**src/eipg_defines.vh**
```
// constants for the event interrupt pulse generator
// Overview of operation
// [RULE_01] in normal or stop mode an event drives the output low about 100 us.
// [RULE_02] between two pulses the output stays high at least 100 us.
// [RULE_03] a pulse never changes the operating mode by itself.
// [RULE_04] the event output is push/pull, driven both high and low.
// [RULE_05] class bit 0 gives wake-only interrupts, 1 gives wake plus failures.
// [RULE_06] a latched wake event interrupts only if that source is wake-enabled.
// [RULE_07] global class adds failure flags; the wake level register never interrupts.
// [RULE_08] restart or fail-safe errors, power-on and device status bits never interrupt.
// [RULE_09] stop command accepted with wake status bits still set raises a pulse.
// [RULE_10] host-visible status registers are refreshed at each pulse falling edge.
// [RULE_11] events stay latched until the host reads and clears the register.
// [RULE_12] host should read the register again after clearing to confirm.
// [RULE_13] in init mode the event pin is an input that sets the configuration.
// [RULE_14] the configuration level is filtered about 7 us before being accepted.
// [RULE_15] an event during a pulse or the gap is signalled by a later pulse.
`ifndef EIPG_DEFINES_VH
`define EIPG_DEFINES_VH
`define EIPG_CLK_MHZ 100
`define EIPG_PULSE_US 100
`define EIPG_GAP_US 100
`define EIPG_CFG_FILT_US 7
`define EIPG_PULSE_CYC (`EIPG_PULSE_US * `EIPG_CLK_MHZ)
`define EIPG_GAP_CYC (`EIPG_GAP_US * `EIPG_CLK_MHZ)
`define EIPG_CFG_FILT_CYC (`EIPG_CFG_FILT_US * `EIPG_CLK_MHZ)
`define EIPG_ADR_WK1 4'h0
`define EIPG_ADR_WK2 4'h1
`define EIPG_ADR_LVL 4'h2
`define EIPG_ADR_FAIL 4'h3
`define EIPG_ADR_WKEN1 4'h4
`define EIPG_ADR_WKEN2 4'h5
`define EIPG_ADR_FAILEN 4'h6
`define EIPG_ADR_CTRL 4'h7
`define EIPG_ADR_STAT 4'h8
`define EIPG_CTRL_GLOBAL 0
`define EIPG_MODE_INIT 2'h0
`define EIPG_MODE_NORMAL 2'h1
`define EIPG_MODE_STOP 2'h2
`define EIPG_MODE_OTHER 2'h3
`endif

```
**src/eipg_top.v**
```verilog
// event interrupt pulse generator with wishbone status registers
//
// Implementation choices: the register offsets and the Wishbone interface to the registers.
`timescale 1ns/100ps
`include "eipg_defines.vh"
module eipg_top #(
    parameter PULSE_CYC = `EIPG_PULSE_CYC,
    parameter GAP_CYC = `EIPG_GAP_CYC,
    parameter FILT_CYC = `EIPG_CFG_FILT_CYC,
    parameter W = 8
) (
    input wire CLK,
    input wire RST,
    input wire WB_CYC_I,
    input wire WB_STB_I,
    input wire WB_WE_I,
    input wire [5:0] WB_ADR_I,
    input wire [3:0] WB_SEL_I,
    input wire [31:0] WB_DAT_I,
    output reg [31:0] WB_DAT_O,
    output reg WB_ACK_O,
    input wire [1:0] MODE,
    input wire STOP_CMD,
    input wire [W-1:0] WAKE_SET_ONE,
    input wire [W-1:0] WAKE_SET_TWO,
    input wire [W-1:0] WAKE_LEVEL,
    input wire [W-1:0] FAIL_SET,
    input wire [W-1:0] FAIL_NOINT,
    input wire EVENT_PIN_I,
    output reg EVENT_PIN_O,
    output wire EVENT_PIN_OE,
    output reg CONFIG_SEL,
    output reg CONFIG_VALID,
    output wire PULSE_ACTIVE
);
    localparam ST_IDLE = 2'h0;
    localparam ST_PULSE = 2'h1;
    localparam ST_GAP = 2'h2;

    reg [1:0] state;
    reg [15:0] cnt;
    reg [W-1:0] wake_status_one, wake_status_two, fail_status;
    reg [W-1:0] rd_wk1, rd_wk2, rd_lvl, rd_fail;
    reg [W-1:0] wk_en_one, wk_en_two, fail_en;
    reg class_global;
    reg pending;
    reg pin_s1, pin_s2;
    reg [15:0] fcnt;
    reg filt_lvl;
    reg [W-1:0] clr1, clr2, clrf;
    wire run_mode = (MODE == `EIPG_MODE_NORMAL) || (MODE == `EIPG_MODE_STOP);
    wire in_init = (MODE == `EIPG_MODE_INIT);
    wire wb_req = WB_CYC_I && WB_STB_I && !WB_ACK_O;
    wire [3:0] idx = WB_ADR_I[5:2];
    // writes land on the ack edge, while the master still holds the request
    wire wr = WB_CYC_I && WB_STB_I && WB_ACK_O && WB_WE_I && WB_SEL_I[0];

    // [RULE_06] enabled wake sources
    wire wake_hit = |((WAKE_SET_ONE & wk_en_one) | (WAKE_SET_TWO & wk_en_two));
    // [RULE_07] failures only in global class
    // [RULE_08] non-interrupting flags excluded
    wire fail_hit = class_global && |(FAIL_SET & fail_en & ~FAIL_NOINT);
    // [RULE_09] stop entry with wake bits left
    wire stop_hit = STOP_CMD && (|wake_status_one || |wake_status_two);
    wire new_evt = wake_hit || fail_hit || stop_hit;

    // [RULE_04] push/pull: enabled outside init
    // [RULE_13] pin is input in init mode
    assign EVENT_PIN_OE = !in_init;
    assign PULSE_ACTIVE = (state == ST_PULSE);

    always @* begin
        clr1 = {W{1'b0}};
        clr2 = {W{1'b0}};
        clrf = {W{1'b0}};
        if (wr && idx == `EIPG_ADR_WK1)
            clr1 = WB_DAT_I[W-1:0];
        if (wr && idx == `EIPG_ADR_WK2)
            clr2 = WB_DAT_I[W-1:0];
        if (wr && idx == `EIPG_ADR_FAIL)
            clrf = WB_DAT_I[W-1:0];
    end

    // [RULE_11] sticky latch, set beats clear
    always @(posedge CLK or posedge RST) begin
        if (RST) begin
            wake_status_one <= {W{1'b0}};
            wake_status_two <= {W{1'b0}};
            fail_status <= {W{1'b0}};
        end else begin
            wake_status_one <= (wake_status_one & ~clr1) | (WAKE_SET_ONE & wk_en_one);
            wake_status_two <= (wake_status_two & ~clr2) | (WAKE_SET_TWO & wk_en_two);
            fail_status <= (fail_status & ~clrf) | (FAIL_SET & ~FAIL_NOINT);
        end
    end

    // [RULE_01] pulse and gap sequencer
    // [RULE_03] mode is only an input here
    always @(posedge CLK or posedge RST) begin
        if (RST) begin
            state <= ST_IDLE;
            cnt <= 16'h0000;
            pending <= 1'b0;
            EVENT_PIN_O <= 1'b1;
            rd_wk1 <= {W{1'b0}};
            rd_wk2 <= {W{1'b0}};
            rd_lvl <= {W{1'b0}};
            rd_fail <= {W{1'b0}};
        end else begin
            // [RULE_11] a clear also empties the read copy
            rd_wk1 <= rd_wk1 & ~clr1;
            rd_wk2 <= rd_wk2 & ~clr2;
            rd_fail <= rd_fail & ~clrf;
            // [RULE_15] remember events while busy
            if (new_evt && run_mode && state != ST_IDLE)
                pending <= 1'b1;
            case (state)
                ST_IDLE: begin
                    EVENT_PIN_O <= 1'b1;
                    if (run_mode && (new_evt || pending)) begin
                        state <= ST_PULSE;
                        cnt <= 16'h0000;
                        pending <= 1'b0;
                        EVENT_PIN_O <= 1'b0;
                        // [RULE_10] snapshot at falling edge
                        rd_wk1 <= wake_status_one | (WAKE_SET_ONE & wk_en_one);
                        rd_wk2 <= wake_status_two | (WAKE_SET_TWO & wk_en_two);
                        rd_lvl <= WAKE_LEVEL;
                        rd_fail <= fail_status | (FAIL_SET & ~FAIL_NOINT);
                    end
                end
                ST_PULSE: begin
                    if (cnt == PULSE_CYC - 1) begin
                        state <= ST_GAP;
                        cnt <= 16'h0000;
                        EVENT_PIN_O <= 1'b1;
                    end else
                        cnt <= cnt + 16'h0001;
                end
                ST_GAP: begin
                    // [RULE_02] enforce minimum high gap
                    if (cnt == GAP_CYC - 1) begin
                        state <= ST_IDLE;
                        cnt <= 16'h0000;
                    end else
                        cnt <= cnt + 16'h0001;
                end
                default: begin
                    state <= ST_IDLE;
                    EVENT_PIN_O <= 1'b1;
                end
            endcase
        end
    end

    // pin sampling crosses from the outside world
    always @(posedge CLK or posedge RST) begin
        if (RST) begin
            pin_s1 <= 1'b0;
            pin_s2 <= 1'b0;
        end else begin
            pin_s1 <= EVENT_PIN_I;
            pin_s2 <= pin_s1;
        end
    end

    // [RULE_14] configuration level filter
    always @(posedge CLK or posedge RST) begin
        if (RST) begin
            fcnt <= 16'h0000;
            filt_lvl <= 1'b0;
            CONFIG_SEL <= 1'b0;
            CONFIG_VALID <= 1'b0;
        end else if (in_init) begin
            if (pin_s2 != filt_lvl) begin
                filt_lvl <= pin_s2;
                fcnt <= 16'h0000;
            end else if (fcnt == FILT_CYC - 1) begin
                CONFIG_SEL <= filt_lvl;
                CONFIG_VALID <= 1'b1;
            end else
                fcnt <= fcnt + 16'h0001;
        end
    end

    // register writes: enables and class select
    always @(posedge CLK or posedge RST) begin
        if (RST) begin
            wk_en_one <= {W{1'b0}};
            wk_en_two <= {W{1'b0}};
            fail_en <= {W{1'b0}};
            // [RULE_05] default is wake-only class
            class_global <= 1'b0;
        end else if (wr) begin
            case (idx)
                `EIPG_ADR_WKEN1: wk_en_one <= WB_DAT_I[W-1:0];
                `EIPG_ADR_WKEN2: wk_en_two <= WB_DAT_I[W-1:0];
                `EIPG_ADR_FAILEN: fail_en <= WB_DAT_I[W-1:0];
                `EIPG_ADR_CTRL: class_global <= WB_DAT_I[`EIPG_CTRL_GLOBAL];
                default: class_global <= class_global;
            endcase
        end
    end

    // one-wait wishbone slave; unmapped reads return zero
    always @(posedge CLK or posedge RST) begin
        if (RST) begin
            WB_ACK_O <= 1'b0;
            WB_DAT_O <= 32'h00000000;
        end else begin
            WB_ACK_O <= wb_req;
            WB_DAT_O <= 32'h00000000;
            if (wb_req && !WB_WE_I) begin
                case (idx)
                    `EIPG_ADR_WK1: WB_DAT_O[W-1:0] <= rd_wk1;
                    `EIPG_ADR_WK2: WB_DAT_O[W-1:0] <= rd_wk2;
                    `EIPG_ADR_LVL: WB_DAT_O[W-1:0] <= rd_lvl;
                    `EIPG_ADR_FAIL: WB_DAT_O[W-1:0] <= rd_fail;
                    `EIPG_ADR_WKEN1: WB_DAT_O[W-1:0] <= wk_en_one;
                    `EIPG_ADR_WKEN2: WB_DAT_O[W-1:0] <= wk_en_two;
                    `EIPG_ADR_FAILEN: WB_DAT_O[W-1:0] <= fail_en;
                    `EIPG_ADR_CTRL: WB_DAT_O[0] <= class_global;
                    `EIPG_ADR_STAT: WB_DAT_O[5:0] <= {CONFIG_VALID, CONFIG_SEL, pending,
                        EVENT_PIN_O, state};
                    default: WB_DAT_O <= 32'h00000000;
                endcase
            end
        end
    end
endmodule

```
**config.mk**
```make
export PLATFORM = sky130hd
export DESIGN_NAME = eipg_top
export DESIGN_NICKNAME = d
export VERILOG_FILES = /design/src/eipg_top.v
export VERILOG_INCLUDE_DIRS = /design/src /design/src/src
export SDC_FILE = /design/constraint.sdc
export NUM_CORES = 1
export LEC_CHECK = 0
export BUFFER_PORTS_ARGS = -buffer_cell sky130_fd_sc_hd__buf_2
export CORE_MARGIN = 4
export CORE_UTILIZATION = 56
export CTS_BUF_LIST = sky130_fd_sc_hd__clkbuf_16
export DETAILED_ROUTE_END_ITERATION = 10
export PLACE_DENSITY = 0.8
export SLEW_MARGIN = 15
export SYNTH_ARGS = -nofsm -noshare
export SYNTH_HDL_FRONTEND = slang
export SYNTH_SLANG_ARGS = --single-unit
```
**constraint.sdc**
```tcl
create_clock -name CLK -period 5 [get_ports CLK]
set_clock_uncertainty 0.1 [all_clocks]
set_input_delay 0.5 -clock CLK [delete_from_list [all_inputs] [get_ports CLK]]
set_output_delay 0.5 -clock CLK [all_outputs]
set_load 0.01 [all_outputs]
```
### Yosys cells after proc, flatten, opt, wreduce, memory -nomap -nowiden

Index checks and enable logic that the tools add are counted.

* flip-flop bits (word level): 155
* input bits: 91

* add/subtract/negate cells: 2
* equal/unequal tests: 19
* muxes and demuxes: 28
* bitwise gates (word level): 24
* reduce and logical (&&, ||, !) cells: 43

Operator list (number)
* 8-bit AND: 11
* 8-bit two-way mux: 10
* 16-bit two-way mux: 4
* 8-bit OR: 7
* 5-bit case mux with 8 select lines: 1
* 16-bit by 1-bit adder with 16-bit output (second input constant): 2
* 8-bit inverter: 4
* 16-bit case mux with 2 select lines: 1
* 8-bit OR reduction: 4
* 2-bit AND reduction: 9
* 16-bit by 10-bit == test with 1-bit output (second input constant): 1
* 16-bit by 14-bit == test with 1-bit output (second input constant): 1
* 4-bit by 3-bit == test with 1-bit output (second input constant): 4
* 1-bit logical AND: 14
* 2-bit case mux with 7 select lines: 1
* 1-bit case mux with 9 select lines: 1
* 4-bit by 2-bit == test with 1-bit output (second input constant): 2
* 2-bit two-way mux: 3
* 2-bit inequality test (second input constant): 3
* 2-bit case mux with 3 select lines: 1
* 3-bit AND reduction: 2
* 1-bit logical OR: 5
* 1-bit two-way mux: 5
* 2-bit by 1-bit == test with 1-bit output (second input constant): 2
* 12 further kinds: 18

### Depth between registers and ports, before layout

Gate-level depths: netlist of the first run.

* depth in word-level cells: 11
* depth in mapped cells: 9

### Least setup slack after synthesis of the first run

No wires, ideal clock.

* path type: input to register
* start: input port FAIL_SET[1]
* end: register state[0]
* setup time: 0.125 ns
* arrival time: 2.023 ns
* data required time: 4.775 ns
* path slack: 2.752 ns
* stages on the path: 6
* buffers on the path: 0
* cell sequence: nor2b_1 > a22o_1 > o41ai_4 > a41oi_1 > o21ai_1 > mux2_2

* longest elaborated chain between the ends: 10

Ends and longest elaborated chain
* from (decl): RTL line eipg_top.v:27 `input wire [W-1:0] FAIL_SET,`
* 8-bit AND (2 in a row): RTL line eipg_top.v:62 `wire fail_hit = class_global && |(FAIL_SET & fail_en & ~FAIL_NOINT);`
* 8-bit OR reduction: RTL line eipg_top.v:62
* 1-bit logical AND: RTL line eipg_top.v:62
* 1-bit logical OR (2 in a row): RTL line eipg_top.v:65 `wire new_evt = wake_hit || fail_hit || stop_hit;`
* 1-bit logical OR: RTL line eipg_top.v:120 `if (run_mode && (new_evt || pending)) begin`
* 1-bit logical AND: RTL line eipg_top.v:120
* 2-bit inequality test (no source line)
* 3-bit AND reduction (no source line)
* to (signal assigned): RTL line eipg_top.v:121 `state <= ST_PULSE;`
* to (signal assigned): RTL line eipg_top.v:134 `state <= ST_GAP;`
* to (signal assigned): RTL line eipg_top.v:143 `state <= ST_IDLE;`
* to (decl): RTL line eipg_top.v:40 `reg [1:0] state;`

Every way passes these cells.
A chain may end at the register's enable or synchronous reset.

### Final worst setup path of the first run

* start: register wake_status_two[0]
* end: register cnt[0]

* longest elaborated chain between the ends: 8

Ends and longest elaborated chain
* from (decl): RTL line eipg_top.v:42 `reg [W-1:0] wake_status_one, wake_status_two, fail_status;`
* from (signal assigned): RTL line eipg_top.v:88 `wake_status_two <= {W{1'b0}};`
* from (signal assigned): RTL line eipg_top.v:92 `wake_status_two <= (wake_status_two & ~clr2) | (WAKE_SET_TWO & wk_en_two);`
* 8-bit OR reduction: RTL line eipg_top.v:64 `wire stop_hit = STOP_CMD && (|wake_status_one || |wake_status_two);`
* 1-bit logical OR: RTL line eipg_top.v:64
* 1-bit logical AND: RTL line eipg_top.v:64
* 1-bit logical OR: RTL line eipg_top.v:65
* 1-bit logical OR: RTL line eipg_top.v:120
* 1-bit logical AND: RTL line eipg_top.v:120
* 2-bit inequality test (no source line)
* 2-bit AND reduction (no source line)
* to (signal assigned): RTL line eipg_top.v:138 `cnt <= cnt + 16'h0001;`
* to (signal assigned): RTL line eipg_top.v:146 `cnt <= cnt + 16'h0001;`
* to (decl): RTL line eipg_top.v:41 `reg [15:0] cnt;`

Every way passes these cells.

==> results.md, run 1 <==
- Worst r2r src: wake_status_two[0]
- Yosys warnings: 0
- CTS tree: yes
- GRT Total Usage: 0.249
- 1st-pass router iterations: 5
- Cell count after synthesis: 675
- Max stage delay on crit path: approximately 560 ps
- I/O Buffers: 75
- Placer congestion estimate: between 0.9 and 1
- CP Launch Type: flip-flop
- Placed cell count: 877
- HPWL Detailed: 12600 um
- Die Width: 119 um
- Largest net degree at the start of global routing: 55
- Max VDD drop: 0.202 mV
- Yosys reg bits: 131
- Cell Area, Synth: 6890 um^2
- Core Area: 12000 um^2
- RSZ-0062 raised after global routing: no
- I/O pin cnt: 129
- Vias: 5510
- Nets@finish: 848
- Clk sinks: between 100 and 150
- CTS clock-pin slew for the worst setup and hold paths: 50 ps
- CP cell instances: nor4_1 -> nand4_1 -> a2111oi_4 -> a41o_1 -> a21oi_2 -> mux2_2
- Synth top area share: 0.472
- Die area: 14100 um^2
- Number of enable flip-flop cells after synthesis: 0
- Primary FF master, synth: dfrtp_1
- HP Start: EVENT_PIN_I
- Average instance area after synthesis: 10.2 um^2
- H-tree depth: 4
- Worst-path maximum fanout: 13
- CTS max path bufs: 2
- Initial DRC count: 479
- Distinct cells, synth: 59
- Post-DRT Antenna Nets: 0
- Outcome: completed
- CTS Buf Count: 17
- Vias per Instance: 6.06
- Power per cell area: 438 nW/um^2
- CP Launch Point: wake_status_two[0]
- Diode count: 0
- Layout cell share with drive strength beyond 1: 0.249
- Max cap viols: 0
- Die H: 119 um
- Sum Neg Setup Slack: 0 ps
- F_max: 320 MHz
- Sequential area share after synthesis: 0.476
- Worst-margin pin slew: 1200 ps
- CP Capture Type: flip-flop
- Root buffer cell: clkbuf_16
- Top post-synthesis cells by area: dfrtp_1 47%, mux2_2 5.7%, a22o_1 5.2%
- Fin. Hold Viols: 0
- Final min period: about 3100 ps
- Fin. max-slew vios: 0
- Global-route wire length before repair: 27600 um
- Crit path kind: reg -> reg
- Row count: 40
- # setup viols final: 0
- Number of global-route vias before repair: 5329
- Total grt overflow: 0
- Routed len/inst: 19.1 um
- Worst Hold Class: in -> reg
- P_leak: 0.00349 uW
- Area Growth Syn to Fin: 12.7%
- DRC violations left: 0
- Filler cells: 972
- Yosys top cell by area: dfrtp_1
- Resize count post-CTS: 0
- Max stage delay cell, worst path: a2111oi_4
- WP data required: between 5000 and 6000 ps
- Period utilization: 0.626
- Arr. time, crit path: between 3000 and 4000 ps
- Initial Utilization: 0.574
- Final wirelength: 17300 um
- Relative slew slack: 0.199
- Final cell count without fillers: 909
- Initial antenna violation count: 0
- Post-synth ARST share: 1.00
- Later-pin clock latency in the skew report: ~410 ps
[layout make-up]
class	instances	area, um^2	share of cell area
Multi-Input combinational cell	502	3300	0.425
Sequential cell	131	3280	0.422
Clock buffer	17	425	0.0548
Timing Repair Buffer	81	423	0.0545
Tap cell	147	184	0.0237
Clock inverter	14	85.1	0.0110
Inverter	17	66.3	0.00854
[layout by cell type, fill, tap and decap left out, types with 19 or more instances in the layout]
cell / count
dfrtp_1: 130
nand2_1: 87
buf_2: 75
nor2_1: 45
a21oi_1: 43
a22o_1: 41
a21oi_2: 35
mux2_2: 35
o21ai_0: 25
conb_1: 24
inv_1: 22
nor2b_1: 19
[metrics by stage]
stage	area, um^2	setup slack (ps)	total power, uW	util	hold WS (ps)
after floorplan	6980	904	2110	-	231
after global placement	7240	2020	2260	0.603	238
after detailed placement	7240	1960	2320	0.603	251
after CTS	7760	1930	3420	0.646	74.6
after global routing	7760	1830	3590	0.646	78.3
final	7760	1870	3400	0.646	90.6
[worst max-delay path: cells and delay by family, from the launching register on]
kind               cells  cell delay (ps)
muxes                  1              330
AOI/OAI and AO/OA      3             1370
and+or+nand+nor        2              800
DFF                    1              400
[synth_stat cells, types with 10 or more instances]
cell type  instances
nand2_1           87
nand3_1           16
o21ai_0           25
nor3_1            16
nor2b_1           19
dfrtp_1          130
nor2_1            45
inv_1             17
a22oi_1           10
a21oi_2           35
clkbuf_1          11
mux2_2            35
buf_4             24
a22o_1            41
a21oi_1           43
[cells by family (layout without fill, tap and decap cells)]
family                   Yosys count  in the layout  share of synthesized area
AO/OA/AOI/OAI                    197            197                      0.216
XOR/XNOR                          13             13                     0.0165
adder cells (fa/ha/maj)            7              7                     0.0127
buffers and inverters             65            129                     0.0574
flip-flops                       131            131                      0.476
multiplexers                      40             40                     0.0663
other                              1             24                   0.000544
AND/OR/NAND/NOR                  221            221                      0.155
[report_power, final]
group	switching, uW	leakage (uW)	internal (uW)
logic	540	0.00155	356
registers	184	0.00166	1240
clock network	423	0.000278	659
total	1150	0.00349	2260
[state kept, by name, summed over array words and instances (netlist names), 2 cells and up]
register,cells
rd_wk2,8
wake_status_one,8
fcnt,16
cnt,16
WB_DAT_O,8
state,2
rd_lvl,8
wk_en_two,8
wake_status_two,8
rd_wk1,8
fail_en,8
fail_status,8
rd_fail,8
wk_en_one,8
[timing repair]
item,CTS,global route
setup endpoints to repair,0,0
endpoints found under the hold margin,25,0
setup buffers,0,0
hold buffers,1,0
[routing by layer]
metal  wire length, um  share of wire  GRT usage
met1              7520           0.43      0.348
met2              8140           0.47      0.386
met3              1250          0.072     0.0513
met4               424          0.024     0.0883
met5                 0              0          0
[path summary, 6_finish.rpt]
check                           slack [ps]  depth (start not counted)     endpoint
worst max-delay path                  1870                          6       cnt[0]
worst min-delay path                    90                          1       pin_s1
worst max register to register        1870                          6       cnt[0]
worst min register to register         260                          0       pin_s2
max in group asynchronous             3290                          4  WB_DAT_O[7]
min in group asynchronous              510                          3  WB_DAT_O[5]
No activity file was read; power rests on OpenSTA's default activity.
==> run 2, diff against run 1 <==
--- a/config.mk
+++ b/config.mk
@@ -6,12 +6,13 @@
 export SDC_FILE = /design/constraint.sdc
 export NUM_CORES = 1
 export LEC_CHECK = 0
+export ABC_AREA = 1
 export BUFFER_PORTS_ARGS = -buffer_cell sky130_fd_sc_hd__buf_2
 export CORE_MARGIN = 4
-export CORE_UTILIZATION = 56
+export CORE_UTILIZATION = 51
 export CTS_BUF_LIST = sky130_fd_sc_hd__clkbuf_16
 export DETAILED_ROUTE_END_ITERATION = 10
-export PLACE_DENSITY = 0.8
+export PLACE_DENSITY = 0.77
 export SLEW_MARGIN = 15
 export SYNTH_ARGS = -nofsm -noshare
 export SYNTH_HDL_FRONTEND = slang
==> constraint.sdc (replaced) <==
create_clock -name CLK -period 2.6 [get_ports CLK]
set_clock_uncertainty 0.1 [all_clocks]
set_input_delay 0.26 -clock CLK [delete_from_list [all_inputs] [get_ports CLK]]
set_output_delay 0.26 -clock CLK [all_outputs]
set_load 0.01 [all_outputs]
==> run 2 against run 1 <==
Against the previous run: hold slack got worse by 86 ps; critical path depth increased by 6; clock power increased by 94%; sequential power increased by 83%; largest power group unchanged; critical endpoint is now rd_wk2[5]; power increased by 78%.
==> results.md, run 2 <==
- Outcome: completed (unchanged)
- Later-pin clock latency in the skew report: 420 ps (was 410 ps)
- I/O pin cnt: 129 (unchanged)
- Area Growth Syn to Fin: 17.1% (was 12.7%)
- Commonest cells after routing, fill and taps aside: 297 x nand2_1, 130 x dfrtp_1, 95 x inv_1 (was 130 x dfrtp_1, 87 x nand2_1, 75 x buf_2)
- Relative slew slack: 0.407 (was 0.199)
- Top flop regs: cnt (16), fcnt (16) (unchanged)
- Distinct cells, synth: 38 (was 59)
- CP Launch Type: input pin (was flip-flop)
- Worst-margin pin slew: 889 ps (was 1200 ps)
- Max cap viols: 0 (unchanged)
- Yosys warnings: 0 (unchanged)
- Top post-synthesis cells by area: dfrtp_1 46%, nand2_1 16%, o21ai_1 5.4% (was dfrtp_1 47%, mux2_2 5.7%, a22o_1 5.2%)
- Root buffer cell: clkbuf_16 (unchanged)
- Fin. max-slew vios: 0 (unchanged)
- Comb pwr share: 0.224 (was 0.263)
- P_leak: 0.00415 uW (was 0.00349 uW)
- Power per cell area: 738 nW/um^2 (was 438 nW/um^2)
- Global-route wire length before repair: 29500 um (was 27600 um)
- Crit path kind: in -> reg (was reg -> reg)
- Average instance area after synthesis: 7.52 um^2 (was 10.2 um^2)
- NetSw: 1960 uW (was 1150 uW)
- Sum Neg Setup Slack: 0 ps (unchanged)
- Placer congestion estimate: 0.911 (was 0.959)
- Routed len/inst: 14.7 um (was 19.1 um)
- Vias per Instance: 5.25 (was 6.06)
- Diode count: 0 (unchanged)
- H-tree depth: 4 (unchanged)
- Die Width: 125 um (was 119 um)
- Initial Utilization: 0.524 (was 0.574)
- Most common cell after layout, fill and taps aside: nand2_1 (was dfrtp_1)
- Period utilization: 0.901
- Clock power frac: 0.345 (was 0.318)
- Number of global-route vias before repair: 5954 (was 5329)
- Multi-input combinational cell area: 3130 um^2 (was 3300 um^2)
- Initial antenna violation count: 0 (unchanged)
- Clk sinks: 131 (unchanged)
- WP data required: 2830 ps (was 5200 ps)
- GRT Total Usage: 0.232 (was 0.249)
- Filler cells: 1206 (was 972)
- Largest net degree at the start of global routing: 132 (was 55)
- Die H: 125 um (was 119 um)
- Yosys top cell by area: dfrtp_1 (unchanged)
- RSZ-0062 raised after global routing: no (unchanged)
- Number of enable flip-flop cells after synthesis: 0 (unchanged)
- CTS Buf Count: 17 (unchanged)
- Initial DRC count: 740 (was 479)
- Worst Hold Class: in -> reg (unchanged)
- CTS tree: yes (unchanged)
- Placed cell count: 1166 (was 877)
- F_max: 427 MHz
- HPWL Detailed: 12600 um (about the same)
- Final wirelength: 17900 um (was 17300 um)
- Sw frac: 0.324 (was 0.337)
- Worst-path maximum fanout: 55 (was 13)
- Final cell count without fillers: 1220 (was 909)
- Die area: 15700 um^2 (was 14100 um^2)
- Sequential area share after synthesis: 0.468 (was 0.476)
- Internal power: 4100 uW (was 2260 uW)
- CP Capture Type: flip-flop (unchanged)
- Cell Area, Synth: 7000 um^2 (was 6890 um^2)
- Yosys reg bits: 131 (unchanged)
- Row count: 42 (was 40)
- Reg power frac: 0.431 (was 0.419)
- Post-synth ARST share: 1.00 (unchanged)
- Max VDD drop: 0.482 mV (was 0.202 mV)
- Fin. Hold Viols: 0 (unchanged)
- DRC violations left: 0 (unchanged)
- Nets@finish: 1132 (was 848)
- # setup viols final: 0 (unchanged)
- CTS max path bufs: 2 (unchanged)
- 1st-pass router iterations: 5 (unchanged)
- Arr. time, crit path: 2580 ps (was 3330 ps)
- Core Area: 13300 um^2 (was 12000 um^2)
- Storage element area: 3280 um^2 (unchanged)
- Place WS: 346 ps (was 1960 ps)
- I/O Buffers: 75 (unchanged)
- Most common cell in the netlist: nand2_1 (was dfrtp_1)
- Synth top area share: 0.465 (was 0.472)
- Vias: 6400 (was 5510)
- CTS clock-pin slew for the worst setup and hold paths: 50 ps (about the same)
- Layout cell share with drive strength beyond 1: 0.129 (was 0.249)
- Synth cell count leaders: 297 x nand2_1, 130 x dfrtp_1, 92 x inv_1 (was 130 x dfrtp_1, 87 x nand2_1, 45 x nor2_1)
- Final setup margin: 257 ps (was 1870 ps)
- Total grt overflow: 0 (unchanged)
- Primary FF master, synth: dfrtp_1 (unchanged)
- Post-DRT Antenna Nets: 0 (unchanged)
- Cell count after synthesis: 931 (was 675)
- Final min period: about 2300 ps
- Resize count post-CTS: 0 (unchanged)
## run 2: critical path, cell delays in order
cell and delay, ps:
dlygate4sd3_1 520, buf_2 120, nand3_1 80, nand2_1 60
nor2_1 40, nand2_1 80, nand2_1 90, nand3_1 150
nand2_2 80, inv_2 650, o21ai_0 280, o21ai_1 140
## run 2: stage by stage
| step | hold slack (ps) | power [uW] | area (um^2) | util |
|---|---|---|---|---|
| after global placement | 238 | 3900 | 7440 | 0.558 |
| after floorplan | 191 | 3550 | 7090 | - |
| after global routing | 17.5 | 6400 | 8200 | 0.614 |
| final | 4.78 | 6050 | 8200 | 0.614 |
| after detailed placement | 245 | 3950 | 7440 | 0.558 |
| after CTS | 0.300 | 6060 | 8200 | 0.614 |
## run 2: worst paths after layout
| kind | startpoint | end | slack, ps | depth (start not counted) |
|---|---|---|---|---|
| min in group asynchronous | RST | fail_status[5] | 470 | 4 |
| min | WAKE_SET_ONE[3] | wake_status_one[3] | 5 | 3 |
| min reg2reg | pin_s1 | pin_s2 | 250 | 0 |
| max in group asynchronous | RST | wk_en_one[6] | 1380 | 4 |
| max | FAIL_SET[7] | rd_wk2[5] | 260 | 12 |
| max reg2reg | wk_en_two[0] | rd_wk2[5] | 330 | 10 |
## run 2: cells by family after synthesis
| family | count (synthesis) | synth area share |
|---|---|---|
| simple gates | 474 | 0.288 |
| compound gates | 158 | 0.117 |
| buf+inv | 147 | 0.0963 |
| flops | 131 | 0.468 |
| xor+xnor | 13 | 0.0173 |
| fa+ha+maj | 7 | 0.0125 |
| other cells | 1 | 0.000536 |
## run 2: area by class of cell
cell class | count | area share
multi-input combinational | 676 | 0.382
timing repair buffer | 104 | 0.0815
clock buffer | 17 | 0.0519
sequential | 131 | 0.400
tap | 176 | 0.0269
clock inverter | 12 | 0.00977
inverter | 104 | 0.0481
## run 2: repair_timing
action	in CTS	in global routing
hold buffers	25	0
buffers inserted	0	0
endpoints found under the hold margin	97	0
## run 2: power groups by stage
| stage | Sequential (uW) | Combinational [uW] | Clock (uW) |
|---|---|---|---|
| after floorplan | 2550 | 1000 | 0 |
| after global placement | 2620 | 1280 | 0 |
| after detailed placement | 2630 | 1320 | 0 |
| after CTS | 2600 | 1350 | 2110 |
| after global routing | 2640 | 1540 | 2220 |
| final | 2610 | 1350 | 2090 |
## run 2: metal layers
layer | vias to the layer above | wire (um) | track usage
li1 | 3162 | - | -
met1 | 3011 | 8320 | 0.330
met2 | 209 | 8160 | 0.358
met3 | 18 | 1210 | 0.0580
met4 | 0 | 223 | 0.0606
met5 | - | 0 | 0
